[src/tpg_pkg.sv]
// Operation
// - Overflow request only when flag, its enable and global enable are set.
// - Compare flags A bit 6, B bit 5 set on match; ack or write-one clears.
// - Compare request needs global enable, channel enable and channel flag.
// - Outside PWM, wrap-around sets overflow flag bit 2; clears like others.
// - In PWM mode the top compare match sets the overflow flag.
// - A clear caused by clear-on-compare sets no overflow flag.
// - Reserved flag bits 7, 0 and clock control bits 6..3 read zero.
// - Fast clock runs full rate; low-speed bit halves it.
// - Fast-clock enable picks fast ticks, otherwise system clock ticks.
// - Fast-clock enable can be set only while the PLL is enabled.
// - PLL enable starts PLL and reference; reads one when PLL is sysclk.
// - Lock indicator rises about 100 us after the PLL is enabled.
// - In PWM mode counter runs from 00 to top and restarts at 00.
// - Mode 01: true clears on match, sets at 01; inverse opposite, clears at 00.
// - Modes 10, 11 drive true output only; mode 00 disconnects both.
// - PWM compare writes go to a buffer latched when counter reaches top.
// - Compare reads return the buffered, most recently written value.
// - Compare at 00 or top holds outputs static per mode.
// - Period is top value plus one timer ticks.
// - Each channel has true and inverted outputs, no added dead time.
// - Either channel's PWM enable selects PWM; counter resets the tick after top.
package tpg_pkg;

	// Register indices; byte address is four times the index
	localparam logic [7:0] IDX_PLL_CSR   = 8'h27;
	localparam logic [7:0] IDX_FLAGS     = 8'h38;
	localparam logic [7:0] IDX_MASK      = 8'h39;
	localparam logic [7:0] IDX_CTRL      = 8'h30;
	localparam logic [7:0] IDX_COUNTER   = 8'h2F;
	localparam logic [7:0] IDX_CMP_A     = 8'h2E;
	localparam logic [7:0] IDX_CMP_B     = 8'h2B;
	localparam logic [7:0] IDX_TOP       = 8'h2D;

	// Flag and mask bit positions
	localparam int BIT_CMP_A = 6;
	localparam int BIT_CMP_B = 5;
	localparam int BIT_OVF   = 2;

	// Clock control bit positions
	localparam int BIT_LOW_SPEED = 7;
	localparam int BIT_FAST_EN   = 2;
	localparam int BIT_PLL_EN    = 1;
	localparam int BIT_LOCKED    = 0;

	// Control register layout
	localparam int BIT_CTC     = 7;
	localparam int BIT_PWM_A   = 6;
	localparam int POS_MODE_A  = 4;
	localparam int BIT_PWM_B   = 3;
	localparam int POS_MODE_B  = 0;

	// Reset values
	localparam logic [7:0] RST_TOP = 8'hFF;
	localparam logic [7:0] RST_REG = 8'h00;

	// Lock time
	localparam int CLK_MHZ      = 200;
	localparam int LOCK_TIME_US = 100;
	localparam int LOCK_CYCLES  = LOCK_TIME_US * CLK_MHZ;

	// Output modes
	localparam logic [1:0] MODE_OFF  = 2'h0;
	localparam logic [1:0] MODE_PAIR = 2'h1;
	localparam logic [1:0] MODE_CLR  = 2'h2;
	localparam logic [1:0] MODE_SET  = 2'h3;

	typedef struct packed {
		logic       pwm_en;
		logic [1:0] mode;
	} tpg_chan_t;

	typedef struct packed {
		logic true_out;
		logic true_oe_n;
		logic inv_out;
		logic inv_oe_n;
	} tpg_pins_t;

endpackage

[src/tpg_timer.sv]
// Chosen here: register access over APB.
`timescale 1ns/10ps
module tpg_timer
	import tpg_pkg::*;
#(
	parameter int LOCK_CNT = LOCK_CYCLES
)(
	// Clock and reset
	input  wire logic        pclk,
	input  wire logic        presetn,
	// APB slave
	input  wire logic        psel,
	input  wire logic        penable,
	input  wire logic        pwrite,
	input  wire logic [11:0] paddr,
	input  wire logic [31:0] pwdata,
	output logic      [31:0] prdata,
	output logic             pready,
	output logic             pslverr,
	// Timer tick sources
	input  wire logic        sys_tick,
	input  wire logic        pck_tick,
	// Core side
	input  wire logic        global_irq_en,
	input  wire logic        pll_is_sysclk,
	input  wire logic        ack_ovf,
	input  wire logic        ack_cmp_a,
	input  wire logic        ack_cmp_b,
	output logic             irq_ovf,
	output logic             irq_cmp_a,
	output logic             irq_cmp_b,
	// PLL control
	output logic             pll_run,
	output logic             pck_half_rate,
	// PWM pins
	output tpg_pins_t        pins_a,
	output tpg_pins_t        pins_b
);

	////////////////////////////////////////////////////////////////////////
	// Declarations

	logic [7:0]  counter_value;
	logic [7:0]  compare_a_value;
	logic [7:0]  compare_b_value;
	logic [7:0]  buf_a;
	logic [7:0]  buf_b;
	logic [7:0]  top_compare_value;
	logic [7:0]  ctrl;
	logic [7:0]  timer_interrupt_mask;
	logic        cmp_a_flag;
	logic        cmp_b_flag;
	logic        ovf_flag;
	logic [2:0]  clr_pend;
	logic        low_speed_sel;
	logic        fast_clk_enable;
	logic        pll_en_bit;
	logic        pll_enable;
	logic        pll_locked;
	logic [31:0] lock_cnt;
	logic        half_phase;
	logic        tick;
	logic        pwm_mode;
	logic        at_top;
	logic [7:0]  next_count;
	logic        ev_ovf;
	logic        ev_cmp_a;
	logic        ev_cmp_b;
	logic [2:0]  ev_hold;
	logic [2:0]  ev_flag;
	logic        cnt_written;
	logic        wr;
	logic        rd;
	logic [7:0]  idx;
	logic        mapped;
	logic [7:0]  wdat;
	tpg_chan_t   chan_a;
	tpg_chan_t   chan_b;
	logic [7:0]  eff_a;
	logic [7:0]  eff_b;

	assign wr   = psel && penable && pwrite;
	assign rd   = psel && !penable && !pwrite;
	assign idx  = paddr[9:2];
	assign wdat = pwdata[7:0];

	assign chan_a = '{ctrl[BIT_PWM_A], ctrl[POS_MODE_A +: 2]};
	assign chan_b = '{ctrl[BIT_PWM_B], ctrl[POS_MODE_B +: 2]};
	assign pwm_mode = chan_a.pwm_en || chan_b.pwm_en;

	// Write-one-to-clear bits from the bus data
	function automatic logic [2:0] w1c_bits(input logic [7:0] d);
		w1c_bits = {d[BIT_CMP_A], d[BIT_CMP_B], d[BIT_OVF]};
	endfunction

	////////////////////////////////////////////////////////////////////////
	// APB decode; every access completes in its first access cycle

	assign pready = 1'b1;

	always_comb
	begin
		case (idx)
			IDX_PLL_CSR, IDX_FLAGS, IDX_MASK, IDX_CTRL,
			IDX_COUNTER, IDX_CMP_A, IDX_CMP_B, IDX_TOP:
				mapped = (paddr[11:10] == 2'h0) && (paddr[1:0] == 2'h0);
			default:
				mapped = 1'b0;
		endcase
	end

	assign pslverr = psel && penable && !mapped;

	// Read data loaded in setup so it stands at the access edge
	always_ff @(posedge pclk or negedge presetn)
	begin
		if (!presetn)
			prdata <= 32'h0000_0000;
		else if (rd)
		begin
			prdata <= 32'h0000_0000;
			case (idx)
				IDX_PLL_CSR: prdata[7:0] <= {low_speed_sel, 4'h0,
					fast_clk_enable, pll_enable, pll_locked};
				IDX_FLAGS: prdata[7:0] <= {1'b0, cmp_a_flag, cmp_b_flag,
					2'h0, ovf_flag, 2'h0};
				IDX_MASK:    prdata[7:0] <= timer_interrupt_mask;
				IDX_CTRL:    prdata[7:0] <= ctrl;
				IDX_COUNTER: prdata[7:0] <= counter_value;
				IDX_CMP_A:   prdata[7:0] <= buf_a;
				IDX_CMP_B:   prdata[7:0] <= buf_b;
				IDX_TOP:     prdata[7:0] <= top_compare_value;
				default:     prdata <= 32'h0000_0000;
			endcase
		end
	end

	////////////////////////////////////////////////////////////////////////
	// Plain control registers

	always_ff @(posedge pclk or negedge presetn)
	begin
		if (!presetn)
		begin
			ctrl                 <= RST_REG;
			timer_interrupt_mask <= RST_REG;
			top_compare_value    <= RST_TOP;
		end
		else if (wr)
		begin
			case (idx)
				IDX_CTRL: ctrl <= wdat;
				IDX_MASK: timer_interrupt_mask <= wdat & ((8'h01 << BIT_CMP_A)
					| (8'h01 << BIT_CMP_B) | (8'h01 << BIT_OVF));
				IDX_TOP:  top_compare_value <= wdat;
				default:  ctrl <= ctrl;
			endcase
		end
	end

	////////////////////////////////////////////////////////////////////////
	// PLL and clock selection

	always_ff @(posedge pclk or negedge presetn)
	begin
		if (!presetn)
		begin
			low_speed_sel   <= 1'b0;
			fast_clk_enable <= 1'b0;
			pll_en_bit      <= 1'b0;
		end
		else if (wr && idx == IDX_PLL_CSR)
		begin
			low_speed_sel   <= wdat[BIT_LOW_SPEED];
			pll_en_bit      <= wdat[BIT_PLL_EN];
			// Set refused while PLL is off; clearing always works
			fast_clk_enable <= wdat[BIT_FAST_EN] && pll_enable;
		end
		else if (!pll_enable)
			fast_clk_enable <= 1'b0;
	end

	assign pll_enable = pll_en_bit || pll_is_sysclk;
	assign pll_run = pll_enable;
	assign pck_half_rate = low_speed_sel;

	// Lock is a timer, not a real detector; shorten LOCK_CNT in simulation
	always_ff @(posedge pclk or negedge presetn)
	begin
		if (!presetn)
		begin
			lock_cnt   <= 32'h0000_0000;
			pll_locked <= 1'b0;
		end
		else if (!pll_enable)
		begin
			lock_cnt   <= 32'h0000_0000;
			pll_locked <= 1'b0;
		end
		else if (lock_cnt >= 32'(LOCK_CNT - 1))
			pll_locked <= 1'b1;
		else
			lock_cnt <= lock_cnt + 32'h0000_0001;
	end

	// Low-speed drops every other fast tick
	always_ff @(posedge pclk or negedge presetn)
	begin
		if (!presetn)
			half_phase <= 1'b0;
		else if (pck_tick)
			half_phase <= !half_phase;
	end

	always_comb
	begin
		if (fast_clk_enable)
			tick = pck_tick && (!low_speed_sel || half_phase);
		else
			tick = sys_tick;
	end

	////////////////////////////////////////////////////////////////////////
	// Counter

	assign at_top = counter_value == top_compare_value;
	assign cnt_written = wr && idx == IDX_COUNTER;

	always_comb
	begin
		next_count = counter_value + 8'h01;
		ev_ovf = 1'b0;
		if (pwm_mode)
		begin
			if (at_top)
			begin
				next_count = 8'h00;
				ev_ovf = 1'b1;
			end
		end
		else if (ctrl[BIT_CTC] && at_top)
			next_count = 8'h00;
		else if (counter_value == 8'hFF)
			ev_ovf = 1'b1;
		ev_ovf = ev_ovf && tick && !cnt_written;
	end

	always_ff @(posedge pclk or negedge presetn)
	begin
		if (!presetn)
			counter_value <= RST_REG;
		else if (cnt_written)
			counter_value <= wdat;
		else if (tick)
			counter_value <= next_count;
	end

	// A counter write never makes a match in the same cycle
	assign ev_cmp_a = tick && !cnt_written && next_count == compare_a_value;
	assign ev_cmp_b = tick && !cnt_written && next_count == compare_b_value;

	////////////////////////////////////////////////////////////////////////
	// Compare buffers

	always_ff @(posedge pclk or negedge presetn)
	begin
		if (!presetn)
		begin
			buf_a           <= RST_REG;
			buf_b           <= RST_REG;
			compare_a_value <= RST_REG;
			compare_b_value <= RST_REG;
		end
		else
		begin
			if (wr && idx == IDX_CMP_A)
				buf_a <= wdat;
			if (wr && idx == IDX_CMP_B)
				buf_b <= wdat;
			// Outside PWM the buffer is transparent
			if (!pwm_mode || (tick && at_top))
			begin
				compare_a_value <= buf_a;
				compare_b_value <= buf_b;
			end
		end
	end

	////////////////////////////////////////////////////////////////////////
	// Flags; extra stage in fast mode costs one cycle of flag latency

	always_ff @(posedge pclk or negedge presetn)
	begin
		if (!presetn)
			ev_hold <= 3'h0;
		else
			ev_hold <= {ev_cmp_a, ev_cmp_b, ev_ovf};
	end

	assign ev_flag = fast_clk_enable ? ev_hold :
		{ev_cmp_a, ev_cmp_b, ev_ovf};

	always_ff @(posedge pclk or negedge presetn)
	begin
		if (!presetn)
			clr_pend <= 3'h0;
		else if (wr && idx == IDX_FLAGS)
			clr_pend <= w1c_bits(wdat);
		else
			clr_pend <= 3'h0;
	end

	// Set wins over both kinds of clear
	always_ff @(posedge pclk or negedge presetn)
	begin
		if (!presetn)
		begin
			cmp_a_flag <= 1'b0;
			cmp_b_flag <= 1'b0;
			ovf_flag   <= 1'b0;
		end
		else
		begin
			if (ev_flag[2])
				cmp_a_flag <= 1'b1;
			else if (ack_cmp_a || clr_pend[2])
				cmp_a_flag <= 1'b0;
			if (ev_flag[1])
				cmp_b_flag <= 1'b1;
			else if (ack_cmp_b || clr_pend[1])
				cmp_b_flag <= 1'b0;
			if (ev_flag[0])
				ovf_flag <= 1'b1;
			else if (ack_ovf || clr_pend[0])
				ovf_flag <= 1'b0;
		end
	end

	assign irq_ovf = global_irq_en && timer_interrupt_mask[BIT_OVF]
		&& ovf_flag;
	assign irq_cmp_a = global_irq_en && timer_interrupt_mask[BIT_CMP_A]
		&& cmp_a_flag;
	assign irq_cmp_b = global_irq_en && timer_interrupt_mask[BIT_CMP_B]
		&& cmp_b_flag;

	////////////////////////////////////////////////////////////////////////
	// PWM waveform

	// Next true-output level; static cases override edges
	function automatic logic true_next(input logic [1:0] mode,
		input logic [7:0] cmp, input logic [7:0] top, input logic [7:0] nc,
		input logic cur);
		logic inv;
		logic lvl;
		inv = mode == MODE_SET;
		lvl = cur ^ inv;
		if (cmp == 8'h00)
			lvl = 1'b0;
		else if (cmp == top)
			lvl = 1'b1;
		else if (nc == cmp)
			lvl = 1'b0;
		else if (nc == 8'h01)
			lvl = 1'b1;
		true_next = lvl ^ inv;
	endfunction

	function automatic logic inv_next(input logic [7:0] cmp,
		input logic [7:0] top, input logic [7:0] nc, input logic cur);
		inv_next = cur;
		if (cmp == 8'h00)
			inv_next = 1'b1;
		else if (cmp == top)
			inv_next = 1'b0;
		else if (nc == cmp)
			inv_next = 1'b1;
		else if (nc == 8'h00)
			inv_next = 1'b0;
	endfunction

	// New period starts on the new compares, else the pair overlaps
	assign eff_a = (tick && at_top) ? buf_a : compare_a_value;
	assign eff_b = (tick && at_top) ? buf_b : compare_b_value;

	// No dead time: at a match both outputs switch on the same edge
	always_ff @(posedge pclk or negedge presetn)
	begin
		if (!presetn)
		begin
			pins_a <= '{1'b0, 1'b1, 1'b0, 1'b1};
			pins_b <= '{1'b0, 1'b1, 1'b0, 1'b1};
		end
		else
		begin
			pins_a.true_oe_n <= !chan_a.pwm_en || chan_a.mode == MODE_OFF;
			pins_a.inv_oe_n  <= !chan_a.pwm_en
				|| chan_a.mode != MODE_PAIR;
			pins_b.true_oe_n <= !chan_b.pwm_en || chan_b.mode == MODE_OFF;
			pins_b.inv_oe_n  <= !chan_b.pwm_en
				|| chan_b.mode != MODE_PAIR;
			if (tick && !cnt_written && chan_a.pwm_en)
			begin
				pins_a.true_out <= true_next(chan_a.mode, eff_a,
					top_compare_value, next_count, pins_a.true_out);
				pins_a.inv_out <= inv_next(eff_a,
					top_compare_value, next_count, pins_a.inv_out);
			end
			if (tick && !cnt_written && chan_b.pwm_en)
			begin
				pins_b.true_out <= true_next(chan_b.mode, eff_b,
					top_compare_value, next_count, pins_b.true_out);
				pins_b.inv_out <= inv_next(eff_b,
					top_compare_value, next_count, pins_b.inv_out);
			end
		end
	end

endmodule

[config.mk]
export PLATFORM = sky130hd
export DESIGN_NAME = tpg_timer
export DESIGN_NICKNAME = d
export VERILOG_FILES = /design/src/tpg_pkg.sv /design/src/tpg_timer.sv
export SDC_FILE = /design/constraint.sdc
export NUM_CORES = 1
export LEC_CHECK = 0
export BUFFER_PORTS_ARGS = -buffer_cell sky130_fd_sc_hd__buf_2
export CORE_MARGIN = 8
export CORE_UTILIZATION = 55
export CTS_BUF_LIST = sky130_fd_sc_hd__clkbuf_16
export DETAILED_ROUTE_END_ITERATION = 6
export GPL_ROUTABILITY_DRIVEN = 0
export GPL_TIMING_DRIVEN = 1
export MAX_ROUTING_LAYER = met4
export PLACE_DENSITY_LB_ADDON = 0.12
export SYNTH_ARGS = -nofsm -noshare
export SYNTH_HDL_FRONTEND = slang
export SYNTH_SLANG_ARGS = --single-unit
[constraint.sdc]
create_clock -name pclk -period 3.3 [get_ports pclk]
set_input_delay 0.33 -clock pclk [delete_from_list [all_inputs] [get_ports pclk]]
set_output_delay 0.33 -clock pclk [all_outputs]
set_load 0.05 [all_outputs]
Word level (Yosys, flattened, before mapping) --
Index checks and enable logic that the tools add are counted.
Word-level totals: register bits after elaboration 121, input port bits 56, output and inout bits 47, word-level logic and storage cells 171
Operators by class: add/sub/neg operators 2, magnitude comparators 1, equality and inequality tests 24, muxes and demuxes 45, bitwise operators 4, reduce and logical (&&, ||, !) cells 67
Operators with widths (number):
- $eq 8x6->1 const B | 8
- $mux 32 | 2
- $pmux 8 s8 | 1
- $eq 8x8->1 | 7
- $mux 8 | 7
- $mux 1 | 33
- $add 32x1->32 const B | 1
- $ge 32x15->1 const B | 1
- $logic_and 1x1->1 | 28
- $logic_not 8->1 | 3
- $logic_or 1x1->1 | 11
- $reduce_and 2->1 | 5
- $logic_not 1->1 | 9
- $add 8x1->8 const B | 1
- $eq 8x1->1 const B | 1
- $eq 8x8->1 const B | 1
- $logic_not 2->1 | 4
- $ne 2x1->1 const B | 4
- $reduce_bool 2->1 | 4
- $reduce_bool 4->1 | 2
- $reduce_or 8->1 | 1
- $mux 3 | 2
- $eq 2x2->1 const B | 2
- $xor 1x1->1 | 4
- $ne 2x2->1 const B | 1

Depth between registers and ports, before layout --
depth after elaboration 12, depth in mapped cells 12

Worst setup path before layout --
OpenSTA, ideal clock, no wires.
kind register -> register, start register top_compare_value[5], end register pins_a[3] (netlist name), library setup time 0.143 ns, arrival 2.508 ns, required time 3.157 ns, setup slack 0.649 ns, stages on the path, launching flop included 11, path buffers 2, cells stage by stage dfstp_2 -> buf_2 -> xnor2_1 -> and4_1 -> buf_4 -> a32oi_2 -> a2111o_1 -> or3_4 -> a211o_1 -> mux2i_1 -> a221oi_1
Between the ends: cells in the longest elaborated chain, start to end 11
RTL lines:
- start: declaration | RTL line tpg_timer.sv:48 | logic [7:0] top_compare_value;
- start signal: assignment | RTL line tpg_timer.sv:155 | IDX_TOP: top_compare_value <= wdat;
- $eq 8x8->1 | RTL line tpg_timer.sv:226 | assign at_top = counter_value == top_compare_value;
- $logic_and 1x1->1 | RTL line tpg_timer.sv:241 | else if (ctrl[BIT_CTC] && at_top)
- $mux 8 | RTL line tpg_timer.sv:241
- $mux 8 | RTL line tpg_timer.sv:233 | if (pwm_mode)
- $eq 8x1->1 | RTL line tpg_timer.sv:363 | else if (nc == 8'h01)
- $mux 1 | RTL line tpg_timer.sv:363
- $mux 1 | RTL line tpg_timer.sv:361 | else if (nc == cmp)
- $mux 1 | RTL line tpg_timer.sv:359 | else if (cmp == top)
- $mux 1 (*) | RTL line tpg_timer.sv:357 | if (cmp == 8'h00)
- $mux 1 (*) | RTL line tpg_timer.sv:401 | if (tick && !cnt_written && chan_a.pwm_en)
- $xor 1x1->1 (*) | RTL line tpg_timer.sv:365 | true_next = lvl ^ inv;
- end signal: assignment | RTL line tpg_timer.sv:390 | pins_a <= '{1'b0, 1'b1, 1'b0, 1'b1};
- end: declaration | RTL line tpg_timer.sv:36 | output tpg_pins_t pins_a,
Every way passes the cells marked *; elsewhere a longest branch is shown, timed or not. The select of a mux whose other input is x is not followed. A chain may end at the register's enable or synchronous reset.

Worst setup path after layout --
start register top_compare_value[4], end register cmp_b_flag
Between the ends: cells in the longest elaborated chain, start to end 8
RTL lines:
- $eq 8x8->1 (*) | RTL line tpg_timer.sv:226
- $logic_and 1x1->1 | RTL line tpg_timer.sv:241
- $mux 8 | RTL line tpg_timer.sv:241
- $mux 8 (*) | RTL line tpg_timer.sv:233
- $eq 8x8->1 (*) | RTL line tpg_timer.sv:260 | assign ev_cmp_b = tick && !cnt_written && next_count == compare_b_value;
- $logic_and 1x1->1 (*) | RTL line tpg_timer.sv:260
- $mux 3 (*) | RTL line tpg_timer.sv:300 | assign ev_flag = fast_clk_enable ? ev_hold :
- $mux 1 / $reduce_bool 2->1 (equally long branches)
- end signal: assignment | RTL line tpg_timer.sv:319 | cmp_b_flag <= 1'b0;
- end signal: assignment | RTL line tpg_timer.sv:329 | cmp_b_flag <= 1'b1;
- end signal: assignment | RTL line tpg_timer.sv:331 | cmp_b_flag <= 1'b0;
- end: declaration | RTL line tpg_timer.sv:52 | logic cmp_b_flag;
Every way passes the cells marked *; elsewhere a longest branch is shown, timed or not.

==> Implementation_results.wiki <==
{| class="wikitable"
! Metric !! Value
|-
| Failing checks || design-rule violations
|-
| Core outline area || 12670 µm²
|-
| Height of the chip || 130.3 µm
|-
| Number of endpoints with negative hold slack in the final report || 0
|-
| CTS H-Tree Depth || 4
|-
| Number of cells in the design after placement || 948
|-
| Cell-by-cell listing of the critical path || xnor2_1, and4_2, a31oi_1, buf_4, xnor2_1, nand4_1, nor4_1, a221o_1
|-
| Initial standard-cell utilization of the core || 56.67%
|-
| Post-CTS Repair Setup Buffers || 0
|-
| Leading register cell type out of synthesis || sky130_fd_sc_hd__dfrtp_1
|-
| Largest area contributor in the synthesized netlist || sky130_fd_sc_hd__dfrtp_1
|-
| Total overflow reported by the global router || 0
|-
| RSZ-0062 raised after global routing || false
|-
| Pwr per Cell Area || 587.6 nW/µm²
|-
| Worst hold-check slack || 0.1290 ns
|-
| Status || complete, but fails checks
|-
| Worst EP arrival || 3.47 ns
|-
| Critical-path maximum fanout || 7
|-
| Endpoint with the worst hold slack || half_phase
|-
| Relative max-transition margin || 32.07%
|-
| Number of enable-type register cells in the synthesized netlist || 0
|-
| Final setup violation count || 0
|-
| Clk Latency, worst-skew pair || 0.43 ns
|-
| Type of the worst setup path || reg -> reg
|-
| Boundary Pins || 103
|-
| Count of filler cells inserted in the layout || 1065
|-
| Number of instances in the synthesized netlist || 735
|-
| Die span in x || 130.3 µm
|-
| Maximum VDD drop || 493.4 µV
|-
| Count of antenna-violating nets left after detailed routing || 0
|-
| Post-synthesis cell area || 7181 µm²
|-
| Antenna violations before repair || 0
|-
| Share of the synthesized area in the top cell type || 37.99%
|-
| Quantity of I/O buffers inserted on ports || 53
|-
| Async set-or-reset flop fraction in the synthesized netlist || 100.0%
|-
| Die ar. || 16970 µm²
|-
| Dpl ws || 0.2461 ns
|-
| First-pass GRT wire length || 34770 µm
|-
| Layout Area Growth over Synthesis || 14.65%
|-
| Synth Warn # || 0
|-
| Period Utilization, post-route || 94.22%
|-
| Final design utilization || 64.97%
|-
| Buffers plus inverters on the worst setup path || 1
|-
| Class of the most critical hold timing path || in -> reg
|-
| Nets || 854
|-
| Average footprint of a synthesized cell || 9.770 µm²
|-
| ANT cells || 0
|-
| Average routed wire per standard cell || 22.58 µm
|-
| Cell types occupying the most area after synthesis || sky130_fd_sc_hd__dfrtp_1 38%, sky130_fd_sc_hd__mux2_2 6.4%, sky130_fd_sc_hd__dfstp_2 4.4%, sky130_fd_sc_hd__xnor2_1 3.7%, sky130_fd_sc_hd__buf_4 3.2%
|-
| Max stage delay cell, worst path || sky130_fd_sc_hd__dfstp_2
|-
| Slowest cell delay on critical path || 0.68 ns
|-
| CP delay by family, top || simple AND/OR/NAND/NOR gates
|-
| Register area share after synthesis || 42.38%
|-
| Number of pins with negative max-slew slack in the final report || 0
|-
| Number of distinct library cells after synthesis || 78
|-
| Row count || 41
|-
| Vias || 6411
|-
| Worst-case register-to-register setup slack || 0.19 ns
|-
| Flops & latches, synth || 121
|-
| Number of cells traversed by the worst register-to-register path || 8
|-
| Clock tree from TritonCTS || done
|-
| DRC violation count after routing || 1
|-
| Number of violations reported at the end of detailed-routing iteration 0 || 837
|-
| Buffer cell driving the clock tree root || sky130_fd_sc_hd__clkbuf_16
|-
| Share of post-route cells with drive strength above 1 || 22.50%
|-
| Max_cap viols || 0
|-
| Initial DRT Pass Iterations || 7
|-
| Cell type with the highest occurrence count on the critical path || sky130_fd_sc_hd__xnor2_1
|-
| Clock transition time at the flip-flop clock pins of the worst setup and hold paths || 0.06 ns
|-
| Cell depth of the worst min-delay path || 2
|-
| Number of clock sinks || 121
|-
| Launch point of the worst hold path || pck_tick
|-
| Static leakage || 3.662 nW
|-
| Achievable frequency || 0.3216 GHz
|-
| CP endpoint kind || flop
|-
| Clock Skew || 0.01059 ns
|-
| Final WS setup || 0.1906 ns
|-
| Total routing usage reported by global routing || 27.99%
|-
| Time the worst path needs with I/O delays and setup || 3.109 ns
|-
| Vias per cell || 6.535
|-
| Clock buffers created by TritonCTS || 17
|-
| Non-filler instance count after layout || 981
|-
| WP data required || 3.66 ns
|-
| Maximum count of clock buffers along a single path || 2
|-
| Total Negative Setup Slacks || 0 ns
|-
| Detailed-route wire length || 22150 µm
|-
| Via count of the first global-routing pass || 6333
|-
| Startpoint type of the worst setup path || flop
|-
| Transition time at the pin with the least slew margin || 1.014 ns
|-
| Launch instance of the worst register-to-register path || top_compare_value[4]
|-
| Largest net degree at the start of global routing || 49
|-
| Detail Placement HPWL || 15620 µm
|-
| Endpoint of the lowest-slack register-to-register path || cmp_b_flag
|}
[through the flow]
stage | power (mW) | area [µm²]
after global routing | 4.977 | 8233
after detailed placement | 2.832 | 7600
after global placement | 2.793 | 7600
after floorplan | 2.486 | 7267
final | 4.837 | 8233
after CTS | 4.826 | 8232
[cells in the mapped netlist, types with 7 or more instances]
cell type                  number
sky130_fd_sc_hd__buf_4         31
sky130_fd_sc_hd__nor4_1        18
sky130_fd_sc_hd__a222oi_1      11
sky130_fd_sc_hd__nand2_1       47
sky130_fd_sc_hd__o31ai_1       16
sky130_fd_sc_hd__buf_2         12
sky130_fd_sc_hd__dfstp_2       12
sky130_fd_sc_hd__a31oi_1        8
sky130_fd_sc_hd__mux2_2        41
sky130_fd_sc_hd__xor2_1        24
sky130_fd_sc_hd__dfrtp_1      109
sky130_fd_sc_hd__nand4_1       32
sky130_fd_sc_hd__o21ai_0       36
sky130_fd_sc_hd__clkbuf_1      20
sky130_fd_sc_hd__a21o_1         7
sky130_fd_sc_hd__xnor2_1       30
sky130_fd_sc_hd__nor3_1        15
sky130_fd_sc_hd__inv_1         17
sky130_fd_sc_hd__nor2_1        48
sky130_fd_sc_hd__nand3_1       27
sky130_fd_sc_hd__and2_1        29
sky130_fd_sc_hd__a21oi_1       20
sky130_fd_sc_hd__mux2i_1       13
sky130_fd_sc_hd__and3_1        13
[layout make-up]
type / instances / area, µm² / share of cell area [%]
Multi-Input combinational cell: 554 / 3779 / 45.90
Sequential cell: 121 / 3043 / 36.96
Timing Repair Buffer: 85 / 510.5 / 6.201
Inverter: 17 / 63.81 / 0.7751
Clock buffer: 17 / 425.4 / 5.167
Clock inverter: 15 / 196.4 / 2.386
Tap cell: 172 / 215.2 / 2.614
[cells in the final DEF, fill, tap and decap left out, types with 5 or more instances in the layout]
cell type / instances
sky130_fd_sc_hd__buf_4: 32
sky130_fd_sc_hd__mux2_2: 41
sky130_fd_sc_hd__mux2i_1: 13
sky130_fd_sc_hd__and3_1: 13
sky130_fd_sc_hd__or3_1: 5
sky130_fd_sc_hd__dfstp_2: 12
sky130_fd_sc_hd__a21o_1: 7
sky130_fd_sc_hd__clkbuf_16: 17
sky130_fd_sc_hd__xnor2_1: 30
sky130_fd_sc_hd__a31oi_1: 8
sky130_fd_sc_hd__nand4_1: 32
sky130_fd_sc_hd__inv_1: 17
sky130_fd_sc_hd__o21ai_0: 36
sky130_fd_sc_hd__and2_1: 29
sky130_fd_sc_hd__a21oi_1: 20
sky130_fd_sc_hd__dfrtp_1: 109
sky130_fd_sc_hd__o31ai_1: 16
sky130_fd_sc_hd__nand2_1: 47
sky130_fd_sc_hd__conb_1: 25
sky130_fd_sc_hd__nor3_1: 15
sky130_fd_sc_hd__a222oi_1: 11
sky130_fd_sc_hd__nor4_1: 18
sky130_fd_sc_hd__nor2_1: 48
sky130_fd_sc_hd__xor2_1: 24
sky130_fd_sc_hd__nand3_1: 27
sky130_fd_sc_hd__buf_2: 52
[flip-flops by register name, indices dropped and copies added (netlist names)]
name                  cells
cmp_a_flag                1
lock_cnt                 32
buf_b                     8
pck_half_rate             1
top_compare_value         8
cmp_b_flag                1
buf_a                     8
pins_b                    4
counter_value             8
pll_en_bit                1
ovf_flag                  1
ctrl                      8
compare_b_value           8
clr_pend                  3
fast_clk_enable           1
prdata                    8
half_phase                1
timer_interrupt_mask      3
ev_hold                   3
pins_a                    4
pll_locked                1
compare_a_value           8
[per-layer routing]
| layer | routed length, µm | vias up | global-route usage (%) |
|---|---|---|---|
| met3 | 2147 | 92 | 6.242 |
| met1 | 8643 | 3101 | 34.41 |
| met5 | 0 | - | - |
| li1 | - | 2794 | - |
| met2 | 10320 | 424 | 41.93 |
| met4 | 1043 | 0 | 16.05 |
[worst max-delay path by stage]
stage                     slack (ns)  depth (start not counted)          to                  from
final                           0.19                          8  cmp_b_flag  top_compare_value[4]
after global routing            0.04                          9   pins_b[3]  top_compare_value[0]
after CTS                       0.20                          9   pins_b[3]  top_compare_value[0]
after detailed placement        0.25                          9   pins_b[3]  top_compare_value[0]
after global placement          0.35                          9   pins_b[3]  top_compare_value[0]
after floorplan                 0.65                         10   pins_a[3]  top_compare_value[5]
[kinds of logic after synthesis]
kind of cell | count (synthesis) | share of synthesized area (%)
AND/OR/NAND/NOR | 266 | 20.28
AO/OA/AOI/OAI | 150 | 15.16
flip-flops | 121 | 42.38
buffers and inverters | 83 | 6.377
XOR/XNOR | 55 | 6.813
multiplexers | 55 | 8.399
adder cells (fa/ha/maj) | 3 | 0.4878
other | 2 | 0.1046
[repair_timing]
action | 4_1_cts | 5_1_grt
hold buffers | 1 | 0
endpoints found under the hold margin | 44 | 0
gates resized for setup | 0 | 1
endpoints found under the setup margin | 0 | 1
[power by group]
| part | switching, mW | leakage, nW | internal, mW | total [mW] |
|---|---|---|---|---|
| logic | 0.762 | 1.80 | 0.408 | 1.17 |
| clock network | 0.723 | 0.289 | 1.26 | 1.98 |
| registers | 0.124 | 1.57 | 1.56 | 1.68 |
(Power assumes the default switching activity.)
